--- src/logic/kms_pkg.sv ---
// Purpose: shared constants and types of the key matrix scanner
// Assumes: one oscillator period per system clock unless retuned
// Notes:   timing figures are in oscillator periods
package kms_pkg;
  localparam int unsigned NUM_ROWS    = 6;
  localparam int unsigned NUM_COLS    = 5;
  localparam int unsigned NUM_KEYS    = 30;
  localparam logic [7:0]  KEY_ADDR    = 8'h43;
  // figures in oscillator periods
  localparam int unsigned SCAN_OSC    = 4608;
  localparam int unsigned REQ_OSC     = 9840;
  localparam int unsigned RESCAN_OSC  = 19680;
  localparam int unsigned CLK_PER_OSC = 1;
  localparam int unsigned SCAN_CYC    = SCAN_OSC * CLK_PER_OSC;
  localparam int unsigned REQ_CYC     = REQ_OSC * CLK_PER_OSC;
  // register byte offsets
  localparam logic [7:0]  OFS_CTRL    = 8'h00;
  localparam logic [7:0]  OFS_STATUS  = 8'h04;
  localparam logic [7:0]  OFS_KEYS    = 8'h08;
  // control word fields
  localparam int unsigned CTL_PS_LSB  = 0;
  localparam int unsigned CTL_PSEL_LSB = 3;
  localparam int unsigned CTL_GPO_LSB = 8;
  localparam logic [2:0]  PS_RST      = 3'h7;
  localparam logic [2:0]  PSEL_RST    = 3'h0;
  localparam logic [8:0]  GPO_RST     = 9'h000;
  // status word fields
  localparam int unsigned ST_ACK_BIT  = 0;
  localparam int unsigned ST_REQ_BIT  = 1;
  localparam int unsigned ST_BUSY_BIT = 2;
  localparam logic [1:0]  RESP_OKAY   = 2'h0;
  localparam logic [1:0]  RESP_SLVERR = 2'h2;
  typedef enum logic [3:0] {
    SC_IDLE = 4'b0001,
    SC_SCAN = 4'b0010,
    SC_TAIL = 4'b0100,
    SC_REQ  = 4'b1000
  } kms_state_t;
endpackage

--- src/logic/kms_scanner.sv ---
// Purpose: key matrix scanner with serial key read-back and power save
// Assumes: serial link pins are sampled by clk, far slower than clk
// Notes:   control bits live in an AXI4-Lite register file
//
// Register access over AXI4-Lite and the register offsets were decided locally.

// Overview of operation
// - key read selected by address 43h shifted in before data out
// - 30 key bits, index (row-1)*5+column, 1 when pressed
// - acknowledge bit is 1 in power save, 0 in normal mode
// - any power-save bit set: LCD outputs blanked and oscillator stopped while the sequencer is idle
// - power save ends only when all three bits are written zero
// - general-purpose outputs keep working in power save
// - one scan lasts 4608 oscillator periods
// - two agreeing scans give request low 9840 periods after start
// - disagreeing scans with key held rescan, worst case 19680 periods
// - in normal mode idle scan outputs sit high
// - scanning repeats until release; several bits may be set together
// - request line released while chip enable is high
// - after a key read the request clears and a new scan starts
// - in power save rows follow control bits; low rows never scan
// - press on a high row in power save wakes and scans only the rows left high
// - key read in power save does not leave power save
// - request/data line is open drain, only pulls low
// - after reset all three power-save bits are one
module kms_scanner #(
  parameter int unsigned SCAN_LEN = kms_pkg::SCAN_CYC,
  parameter int unsigned REQ_LEN  = kms_pkg::REQ_CYC
) (
  input  wire logic        clk,
  input  wire logic        sys_rst,
  input  wire logic [7:0]  s_axi_awaddr,
  input  wire logic        s_axi_awvalid,
  output logic             s_axi_awready,
  input  wire logic [31:0] s_axi_wdata,
  input  wire logic [3:0]  s_axi_wstrb,
  input  wire logic        s_axi_wvalid,
  output logic             s_axi_wready,
  output logic [1:0]       s_axi_bresp,
  output logic             s_axi_bvalid,
  input  wire logic        s_axi_bready,
  input  wire logic [7:0]  s_axi_araddr,
  input  wire logic        s_axi_arvalid,
  output logic             s_axi_arready,
  output logic [31:0]      s_axi_rdata,
  output logic [1:0]       s_axi_rresp,
  output logic             s_axi_rvalid,
  input  wire logic        s_axi_rready,
  input  wire logic        serial_clock_in,
  input  wire logic        chip_enable_in,
  input  wire logic        serial_data_in,
  output logic             serial_out_key_request,
  output logic             serial_out_key_request_oe,
  output logic [5:0]       scan_row_outputs,
  input  wire logic [4:0]  return_column_inputs,
  output logic             lcd_outputs_off,
  output logic             osc_running,
  output logic [8:0]       gpo_outputs
);
  localparam int unsigned ROW_LEN  = SCAN_LEN / kms_pkg::NUM_ROWS;
  localparam int unsigned NK       = kms_pkg::NUM_KEYS;
  localparam logic [2:0]  LAST_ROW = 3'(kms_pkg::NUM_ROWS - 1);

  // register map decode, shared by read and write paths
  function automatic logic [1:0] reg_sel(input logic [7:0] a);
    if (a == kms_pkg::OFS_CTRL) reg_sel = 2'h0;
    else if (a == kms_pkg::OFS_STATUS) reg_sel = 2'h1;
    else if (a == kms_pkg::OFS_KEYS) reg_sel = 2'h2;
    else reg_sel = 2'h3;
  endfunction

  // rows left high in power save; code 7 parks every row low
  function automatic logic [5:0] ps_rows(input logic [2:0] c);
    logic [5:0] m;
    m = '0;
    for (int i = 0; i < 6; i++) begin
      if (c != 3'h7 && 3'(5 - i) < c) m[i] = 1'b1;
    end
    ps_rows = m;
  endfunction

  // ports 1..sel are general-purpose, code 7 selects all nine
  function automatic logic [8:0] port_en(input logic [2:0] s);
    logic [8:0] m;
    m = '0;
    for (int i = 0; i < 9; i++) begin
      if (s == 3'h7 || 4'(i) < {1'b0, s}) m[i] = 1'b1;
    end
    port_en = m;
  endfunction

  logic [2:0]  ps_ctl_q, ps_ctl_d;
  logic [2:0]  psel_q, psel_d;
  logic [8:0]  gpo_q, gpo_d;
  logic        awr_d, wr_d, bv_d, arr_d, rv_d;
  logic [1:0]  br_d, rr_d;
  logic [31:0] rdat_d, wimg;
  kms_pkg::kms_state_t st_q, st_d;
  logic [13:0] cnt_q, cnt_d, slot_q, slot_d;
  logic [2:0]  row_q, row_d;
  logic        pass_q, pass_d;
  logic [NK-1:0] img1_q, img1_d, img2_q, img2_d, key_q, key_d;
  logic [5:0]  rows_d;
  logic [4:0]  cols;
  logic [2:0]  link_s;
  logic        scl_s, ce_s, sdi_s, scl_p, ce_p;
  logic [7:0]  addr_q, addr_d;
  logic        rd_q, rd_d, oe_d, read_done;
  logic [NK:0] shf_q, shf_d;
  logic        ps_on;
  logic [5:0]  live_rows;

  assign ps_on     = |ps_ctl_q;
  assign live_rows = ps_on ? ps_rows(ps_ctl_q) : 6'h3f;

  kms_sync #(.W(5)) u_cols (
    .clk        (clk),
    .sys_rst    (sys_rst),
    .async_in   (return_column_inputs),
    .stable_out (cols)
  );

  kms_sync #(.W(3)) u_link (
    .clk        (clk),
    .sys_rst    (sys_rst),
    .async_in   ({serial_data_in, chip_enable_in, serial_clock_in}),
    .stable_out (link_s)
  );
  assign {sdi_s, ce_s, scl_s} = link_s;

  // bus slave: write taken when address and data are both offered
  always_comb begin
    awr_d    = 1'b0;
    wr_d     = 1'b0;
    arr_d    = 1'b0;
    bv_d     = s_axi_bvalid & ~s_axi_bready;
    br_d     = s_axi_bresp;
    rv_d     = s_axi_rvalid & ~s_axi_rready;
    rr_d     = s_axi_rresp;
    rdat_d   = s_axi_rdata;
    ps_ctl_d = ps_ctl_q;
    psel_d   = psel_q;
    gpo_d    = gpo_q;
    wimg     = '0;
    wimg[kms_pkg::CTL_PS_LSB +: 3]   = ps_ctl_q;
    wimg[kms_pkg::CTL_PSEL_LSB +: 3] = psel_q;
    wimg[kms_pkg::CTL_GPO_LSB +: 9]  = gpo_q;
    if (s_axi_awvalid && s_axi_wvalid && !s_axi_awready &&
        !s_axi_bvalid) begin
      awr_d = 1'b1;
      wr_d  = 1'b1;
    end
    if (s_axi_awready) begin
      bv_d = 1'b1;
      br_d = kms_pkg::RESP_OKAY;
      unique case (reg_sel(s_axi_awaddr))
        2'h0: begin
          for (int i = 0; i < 4; i++) begin
            if (s_axi_wstrb[i]) wimg[8*i +: 8] = s_axi_wdata[8*i +: 8];
          end
          ps_ctl_d = wimg[kms_pkg::CTL_PS_LSB +: 3];
          psel_d   = wimg[kms_pkg::CTL_PSEL_LSB +: 3];
          gpo_d    = wimg[kms_pkg::CTL_GPO_LSB +: 9];
        end
        2'h1, 2'h2: br_d = kms_pkg::RESP_OKAY; // read-only, write dropped
        2'h3: br_d = kms_pkg::RESP_SLVERR;
      endcase
    end
    if (s_axi_arvalid && !s_axi_arready && !s_axi_rvalid) arr_d = 1'b1;
    if (s_axi_arready) begin
      rv_d   = 1'b1;
      rr_d   = kms_pkg::RESP_OKAY;
      rdat_d = '0;
      unique case (reg_sel(s_axi_araddr))
        2'h0: rdat_d = wimg;
        2'h1: begin
          rdat_d[kms_pkg::ST_ACK_BIT]  = ps_on;
          rdat_d[kms_pkg::ST_REQ_BIT]  = (st_q == kms_pkg::SC_REQ);
          rdat_d[kms_pkg::ST_BUSY_BIT] = (st_q != kms_pkg::SC_IDLE);
        end
        2'h2: rdat_d[NK-1:0] = key_q;
        2'h3: rr_d = kms_pkg::RESP_SLVERR;
      endcase
    end
  end

  always_ff @(posedge clk or posedge sys_rst) begin
    if (sys_rst) begin
      s_axi_awready <= 1'b0;
      s_axi_wready  <= 1'b0;
      s_axi_bvalid  <= 1'b0;
      s_axi_bresp   <= kms_pkg::RESP_OKAY;
      s_axi_arready <= 1'b0;
      s_axi_rvalid  <= 1'b0;
      s_axi_rresp   <= kms_pkg::RESP_OKAY;
      s_axi_rdata   <= '0;
      ps_ctl_q      <= kms_pkg::PS_RST;
      psel_q        <= kms_pkg::PSEL_RST;
      gpo_q         <= kms_pkg::GPO_RST;
    end else begin
      s_axi_awready <= awr_d;
      s_axi_wready  <= wr_d;
      s_axi_bvalid  <= bv_d;
      s_axi_bresp   <= br_d;
      s_axi_arready <= arr_d;
      s_axi_rvalid  <= rv_d;
      s_axi_rresp   <= rr_d;
      s_axi_rdata   <= rdat_d;
      ps_ctl_q      <= ps_ctl_d;
      psel_q        <= psel_d;
      gpo_q         <= gpo_d;
    end
  end

  // scan sequencer: two passes, a tail to the request point, compare
  always_comb begin
    st_d   = st_q;
    cnt_d  = cnt_q + 14'h0001;
    slot_d = slot_q;
    row_d  = row_q;
    pass_d = pass_q;
    img1_d = img1_q;
    img2_d = img2_q;
    key_d  = key_q;
    unique case (st_q)
      kms_pkg::SC_IDLE: begin
        cnt_d = '0;
        // only high rows can raise a column, so low rows never wake
        if (|cols) begin
          st_d   = kms_pkg::SC_SCAN;
          slot_d = '0;
          row_d  = '0;
          pass_d = 1'b0;
          img1_d = '0;
          img2_d = '0;
        end
      end
      kms_pkg::SC_SCAN: begin
        slot_d = slot_q + 14'h0001;
        // sample late in the slot so the synchroniser has settled
        if (slot_q == 14'(ROW_LEN - 1)) begin
          slot_d = '0;
          if (pass_q) img2_d[row_q*5 +: 5] = cols;
          else img1_d[row_q*5 +: 5] = cols;
          if (row_q == LAST_ROW) begin
            row_d  = '0;
            pass_d = 1'b1;
            if (pass_q) st_d = kms_pkg::SC_TAIL;
          end else begin
            row_d = row_q + 3'h1;
          end
        end
      end
      kms_pkg::SC_TAIL: begin
        if (cnt_q == 14'(REQ_LEN - 1)) begin
          if (img1_q == img2_q && |img1_q) begin
            st_d  = kms_pkg::SC_REQ;
            key_d = img1_q;
          end else if (|img1_q || |img2_q) begin
            st_d   = kms_pkg::SC_SCAN;
            cnt_d  = '0;
            pass_d = 1'b0;
            img1_d = '0;
            img2_d = '0;
          end else begin
            st_d = kms_pkg::SC_IDLE;
          end
        end
      end
      kms_pkg::SC_REQ: begin
        cnt_d = '0;
        if (read_done) begin
          st_d   = kms_pkg::SC_SCAN;
          slot_d = '0;
          row_d  = '0;
          pass_d = 1'b0;
          img1_d = '0;
          img2_d = '0;
        end
      end
      default: st_d = kms_pkg::SC_IDLE;
    endcase
    // one row high at a time while scanning, else idle level
    rows_d = live_rows;
    if (st_d == kms_pkg::SC_SCAN) begin
      rows_d = (6'h01 << row_d) & live_rows;
    end
  end

  always_ff @(posedge clk or posedge sys_rst) begin
    if (sys_rst) begin
      st_q             <= kms_pkg::SC_IDLE;
      cnt_q            <= '0;
      slot_q           <= '0;
      row_q            <= '0;
      pass_q           <= 1'b0;
      img1_q           <= '0;
      img2_q           <= '0;
      key_q            <= '0;
      scan_row_outputs <= '0;
      lcd_outputs_off  <= 1'b1;
      osc_running      <= 1'b0;
      gpo_outputs      <= '0;
    end else begin
      st_q             <= st_d;
      cnt_q            <= cnt_d;
      slot_q           <= slot_d;
      row_q            <= row_d;
      pass_q           <= pass_d;
      img1_q           <= img1_d;
      img2_q           <= img2_d;
      key_q            <= key_d;
      scan_row_outputs <= rows_d;
      lcd_outputs_off  <= ps_on;
      osc_running      <= ~ps_on | (st_d != kms_pkg::SC_IDLE);
      gpo_outputs      <= gpo_q & port_en(psel_q);
    end
  end

  // serial link: address in with enable low, key data out with it high
  assign read_done = ce_p & ~ce_s & rd_q;
  always_comb begin
    addr_d = addr_q;
    rd_d   = rd_q;
    shf_d  = shf_q;
    if (!ce_s && scl_s && !scl_p) begin
      addr_d = {sdi_s, addr_q[7:1]}; // lsb first
    end
    if (ce_s && !ce_p) begin
      rd_d  = (addr_q == kms_pkg::KEY_ADDR);
      shf_d = {ps_on, key_q};
    end else if (ce_s && rd_q && scl_p && !scl_s) begin
      shf_d = {1'b1, shf_q[NK:1]};
    end
    if (!ce_s && ce_p) rd_d = 1'b0;
    // pull low only: data zero while reading, or pending request
    if (ce_s) oe_d = rd_q & ~shf_q[0];
    else oe_d = (st_q == kms_pkg::SC_REQ);
  end

  always_ff @(posedge clk or posedge sys_rst) begin
    if (sys_rst) begin
      scl_p                     <= 1'b0;
      ce_p                      <= 1'b0;
      addr_q                    <= '0;
      rd_q                      <= 1'b0;
      shf_q                     <= '1;
      serial_out_key_request    <= 1'b0;
      serial_out_key_request_oe <= 1'b0;
    end else begin
      scl_p                     <= scl_s;
      ce_p                      <= ce_s;
      addr_q                    <= addr_d;
      rd_q                      <= rd_d;
      shf_q                     <= shf_d;
      serial_out_key_request    <= 1'b0;
      serial_out_key_request_oe <= oe_d;
    end
  end
endmodule

--- src/logic/kms_sync.sv ---
// Purpose: three-stage synchroniser with agreement filter
// Assumes: inputs asynchronous to clk
// Notes:   output changes only when stages two and three agree
module kms_sync #(
  parameter int unsigned W = 1
) (
  input  wire logic         clk,
  input  wire logic         sys_rst,
  input  wire logic [W-1:0] async_in,
  output logic      [W-1:0] stable_out
);
  logic [W-1:0] s1_q, s2_q, s3_q, st_d;

  // first stage feeds only the second
  always_comb begin
    st_d = stable_out;
    for (int i = 0; i < W; i++) begin
      if (s2_q[i] == s3_q[i]) st_d[i] = s3_q[i];
    end
  end

  always_ff @(posedge clk or posedge sys_rst) begin
    if (sys_rst) begin
      s1_q       <= '0;
      s2_q       <= '0;
      s3_q       <= '0;
      stable_out <= '0;
    end else begin
      s1_q       <= async_in;
      s2_q       <= s1_q;
      s3_q       <= s2_q;
      stable_out <= st_d;
    end
  end
endmodule

--- config.mk ---
export PLATFORM = sky130hd
export DESIGN_NAME = kms_scanner
export DESIGN_NICKNAME = d
export VERILOG_FILES = /design/src/logic/kms_pkg.sv /design/src/logic/kms_scanner.sv /design/src/logic/kms_sync.sv
export SDC_FILE = /design/constraint.sdc
export NUM_CORES = 1
export LEC_CHECK = 0
export BUFFER_PORTS_ARGS = -buffer_cell sky130_fd_sc_hd__clkbuf_2
export CELL_PAD_IN_SITES_DETAIL_PLACEMENT = 0
export CELL_PAD_IN_SITES_GLOBAL_PLACEMENT = 1
export CORE_ASPECT_RATIO = 0.5
export CORE_MARGIN = 2
export CORE_UTILIZATION = 35
export CTS_BUF_LIST = sky130_fd_sc_hd__clkbuf_4 sky130_fd_sc_hd__clkbuf_8
export CTS_CLUSTER_DIAMETER = 40
export DETAILED_ROUTE_END_ITERATION = 10
export GPL_TIMING_DRIVEN = 0
export PLACE_DENSITY_LB_ADDON = 0.3
export SLEW_MARGIN = 20
export SYNTH_ARGS = -nofsm -noshare
export SYNTH_HDL_FRONTEND = slang
export SYNTH_SLANG_ARGS = --single-unit
--- constraint.sdc ---
create_clock -name clk -period 12.4 [get_ports clk]
set_clock_uncertainty 0.05 [all_clocks]
set_input_delay 0.62 -clock clk [delete_from_list [all_inputs] [get_ports clk]]
set_output_delay 0.62 -clock clk [all_outputs]
set_load 0.02 [all_outputs]
==> summary.txt <==
Place
  – Number of cells after detailed placement: 1591
  – Weighted congestion reported at the end of routability-driven placement: 0.884
  – Setup slack after placement: 9.18 ns
  – Quantity of I/O buffers inserted on ports: 122
  – Post-Place Cell Area: 13100 sq um
  – Dpl hpwl: 21700 um

Cells and area
  – Antenna diodes: 0
  – Utilization after layout: 42.3%
  – Area overhead of the layout relative to synthesis: 18.5%
  – Most frequent standard cell in the layout excluding fill and tap cells: sky130_fd_sc_hd__dfrtp_1
  – Nets: 1271
  – Number of filler instances in the final layout: 3169
  – Commonest cells after routing, fill and taps aside: sky130_fd_sc_hd__dfrtp_1, sky130_fd_sc_hd__clkbuf_2, sky130_fd_sc_hd__nand2_1, sky130_fd_sc_hd__o21ai_0
  – Fraction of layout cells with a size suffix above 1: 25.8%
  – Area of the multi-input gates: 4620 sq um
  – Final Instance Area: 14100 sq um
  – Reg area: 6830 sq um
  – Final instance count without filler cells: 1668

Power
  – Net Sw Frac: 30.8%
  – Switching Power: 0.688 mW
  – Part of the total power dissipated in sequential elements: 44.6%
  – Part of the power in the clock network: 36.1%
  – Combinational fraction of design power: 19.3%
  – Leakage power summed over all cells: 6.75 nW
  – Internal cell power: 1.54 mW
  – Power after layout: 2.23 mW
  – IR Drop Worst-Case VDD: 0.0803 mV
  – Total power density per cell area: 159 nW/um^2

Routing
  – Detailed Route Iter0 Violations: 493
  – Routed vias/inst: 5.07
  – Number of DRC violations after detailed routing: 0
  – Number of nets still failing antenna checks after routing: 0
  – DR vias: 8451
  – Routed length per placed instance: 17.8 um
  – Drt first pass iters: 5
  – Total Wirelength: 29700 um

Critical path
  – Startpoint types: register
  – Worst endpoint required time: 12.77 ns
  – Crit end category: register
  – Capture point of the worst path: img1_q[27]
  – Reg-to-reg endpoint: img1_q[27]
  – Setup slack of the worst register-to-register path: 9.30 ns
  – Path depth of the worst reg2reg path: 8
  – Origin of the worst setup path: slot_q[0]
  – Critical Path Fanout Max: 8
  – WS Path Type: register to register
  – Launch point of the worst reg-to-reg path: slot_q[0]
  – Critical path data arrival time: 3.47 ns

Yosys
  – Synthesized area per cell: 11.6 sq um
  – Post-synthesis async set-or-reset flop share: 100%
  – Commonest register cell after synthesis: sky130_fd_sc_hd__dfrtp_1
  – Gate Count Post-Synth: 1023
  – Total number of yosys warnings: 0
  – Post-synthesis sequential area ratio: 57.5%
  – Post-synth EDFFs: 0
  – Synth unique cells: 64
  – Cell Area, Synth: 11900 sq um
  – Register bit count reported by yosys: 271

STA
  – Sum of negative setup slack: 0 ns
  – Worst-case headroom to the max-slew limit: 25.0%
  – Slew of the pin with the lowest slew margin: 1.12 ns
  – Min Clock Period, post-route: 3.10 ns
  – Worst hold-check slack: 0.123 ns
  – Final cycle utilization of the critical path: 25.0%
  – Setup repair after global routing missed its margin: no
  – Pins Over Slew Limit: 0
  – Final setup violation count: 0
  – Highest clock rate: 323 MHz
  – Number of failing hold endpoints at the final stage: 0
  – Final setup margin: 9.30 ns

Job
  – Number of maximum-capacitance constraint violations: 0

Clocking
  – H-Tree Depth: 2
  – Root Buffer Master: sky130_fd_sc_hd__clkbuf_8
  – Clock tree from TritonCTS: done
  – Hold-fix buffers at CTS: 1
  – Clock latency of the later-clocked register in the worst-skew pair: 0.57 ns
  – CTS Buf Count: 42
  – Clk slew on worst S/H paths: 0.06 ns
  – Clock sink total: 271
  – CTS resizes: 0
  – Buffer depth of the longest clock path: 3
  – Number of setup buffers added after CTS: 0

Floorplanning
  – Total Die Area: 35500 sq um
  – I/O pin count: 127
  – Row count: 47
  – Die Width: 265 um
  – Floorplan die height: 134 um
  – Initial Util: 35.7%
  – Total core area: 33200 sq um

Min path
  – Type of the worst min-delay path: primary input to register
  – Hold Path Stages: 1

GRT
  – Pin count of the biggest net entering global routing: 86
  – Wire length of the first global-routing pass: 48100 um
  – Number of global-route vias before repair: 8613
  – Number of antenna violations at the first check in global routing: 0
  – GRT Residual Overflow: 0
  – Global router's overall resource usage: 17.0%

Outcome
  – Run status: finished, final reports clean
cell families (layout without fill, tap and decap cells):
kind of cell | after synthesis | in the layout | share of synthesized area, %
and+or+nand+nor | 281 | 281 | 12.2
DFF | 271 | 271 | 57.5
AOI/OAI and AO/OA | 195 | 195 | 11.1
muxes | 102 | 102 | 9.82
buffers and inverters | 102 | 304 | 3.71
xor gates and xnor gates | 53 | 53 | 3.91
adders and majority gates | 18 | 18 | 1.71
other | 1 | 3 | 0.0316
final cells by class:
cell class                 instances  area share (%)
clock inverter                     4           0.365
tap                              441            3.92
multi-input combinational        652            32.9
timing repair buffer             126            5.00
sequential                       271            48.5
buffer                            48            1.69
inverter                          54            1.49
clock buffer                      72            6.15
worst max-delay path, cell delays in order (launching register included):
cell	delay, ns
sky130_fd_sc_hd__dfrtp_1	0.38
sky130_fd_sc_hd__ha_1	0.24
sky130_fd_sc_hd__nor4bb_1	0.35
sky130_fd_sc_hd__nand4_1	0.26
sky130_fd_sc_hd__nor2_1	0.27
sky130_fd_sc_hd__o21ai_1	0.29
sky130_fd_sc_hd__a221oi_2	0.55
sky130_fd_sc_hd__nand2_1	0.29
sky130_fd_sc_hd__a22o_1	0.30
worst min path at each step:
stage                         startpoint              to  slack (ns)
after floorplan           u_cols.s1_q[0]  u_cols.s2_q[0]        0.28
after global placement    u_link.s1_q[1]  u_link.s2_q[1]        0.29
after detailed placement  u_link.s1_q[2]  u_link.s2_q[2]        0.28
after CTS                 serial_data_in  u_link.s1_q[2]        0.08
after global routing      serial_data_in  u_link.s1_q[2]        0.08
final                     serial_data_in  u_link.s1_q[2]        0.12
state kept, by name (all words and copies together) (netlist names), 4 cells and up:
name	cells
gpo_q	9
s_axi_rdata	32
addr_q	8
shf_q	31
u_cols.stable_out	5
u_cols.s3_q	5
u_cols.s1_q	5
slot_q	14
cnt_q	14
scan_row_outputs	6
u_cols.s2_q	5
gpo_outputs	9
img2_q	30
img1_q	30
key_q	30
st_q	4
cell usage after synthesis (3+ instances only):
cell type	n	area (sq um)
sky130_fd_sc_hd__nor4b_1	4	35.0
sky130_fd_sc_hd__o22ai_1	40	250
sky130_fd_sc_hd__nor3_1	10	50.1
sky130_fd_sc_hd__nor2b_1	7	43.8
sky130_fd_sc_hd__dfrtp_1	235	5880
sky130_fd_sc_hd__a31oi_1	3	18.8
sky130_fd_sc_hd__ha_1	9	113
sky130_fd_sc_hd__nand2b_1	4	25.0
sky130_fd_sc_hd__o2bb2ai_1	10	87.6
sky130_fd_sc_hd__dfstp_2	36	946
sky130_fd_sc_hd__maj3_1	9	90.1
sky130_fd_sc_hd__mux2_2	40	450
sky130_fd_sc_hd__a32o_1	12	120
sky130_fd_sc_hd__mux2_4	19	285
sky130_fd_sc_hd__a22oi_1	16	120
sky130_fd_sc_hd__and4_1	4	35.0
sky130_fd_sc_hd__xnor2_1	13	114
sky130_fd_sc_hd__clkbuf_1	33	124
sky130_fd_sc_hd__inv_1	54	203
sky130_fd_sc_hd__mux2i_1	43	430
sky130_fd_sc_hd__nand2_1	98	368
sky130_fd_sc_hd__nand3b_1	3	22.5
sky130_fd_sc_hd__nand4_1	11	68.8
sky130_fd_sc_hd__o21ai_0	56	280
sky130_fd_sc_hd__and3_1	10	62.6
sky130_fd_sc_hd__nor3b_1	4	30.0
sky130_fd_sc_hd__buf_4	4	30.0
sky130_fd_sc_hd__a21o_1	5	37.5
sky130_fd_sc_hd__buf_1	6	22.5
sky130_fd_sc_hd__xor2_1	40	350
sky130_fd_sc_hd__nand3_1	16	80.1
sky130_fd_sc_hd__nor2_1	53	199
sky130_fd_sc_hd__nor4_1	28	175
sky130_fd_sc_hd__a22o_1	21	184
sky130_fd_sc_hd__a21oi_1	15	75.1
sky130_fd_sc_hd__and2_1	15	93.8
layer usage:
metal / share of wire, % / track usage (%) / vias up
li1: - / - / 3999
met1: 48 / 23.8 / 4222
met2: 45 / 26.6 / 186
met3: 4.5 / 3.38 / 44
met4: 2.1 / 5.24 / 0
met5: 0 / 0 / -
power groups by stage:
stage                     clock network, mW  logic (mW)  registers, mW
final                                 0.805       0.430          0.995
after global routing                  0.875       0.476           1.00
after CTS                             0.830       0.432          0.994
after detailed placement                  0       0.430           1.01
after global placement                    0       0.420           1.01
after floorplan                           0       0.276           1.01
Power figures use the tool's default switching activity.
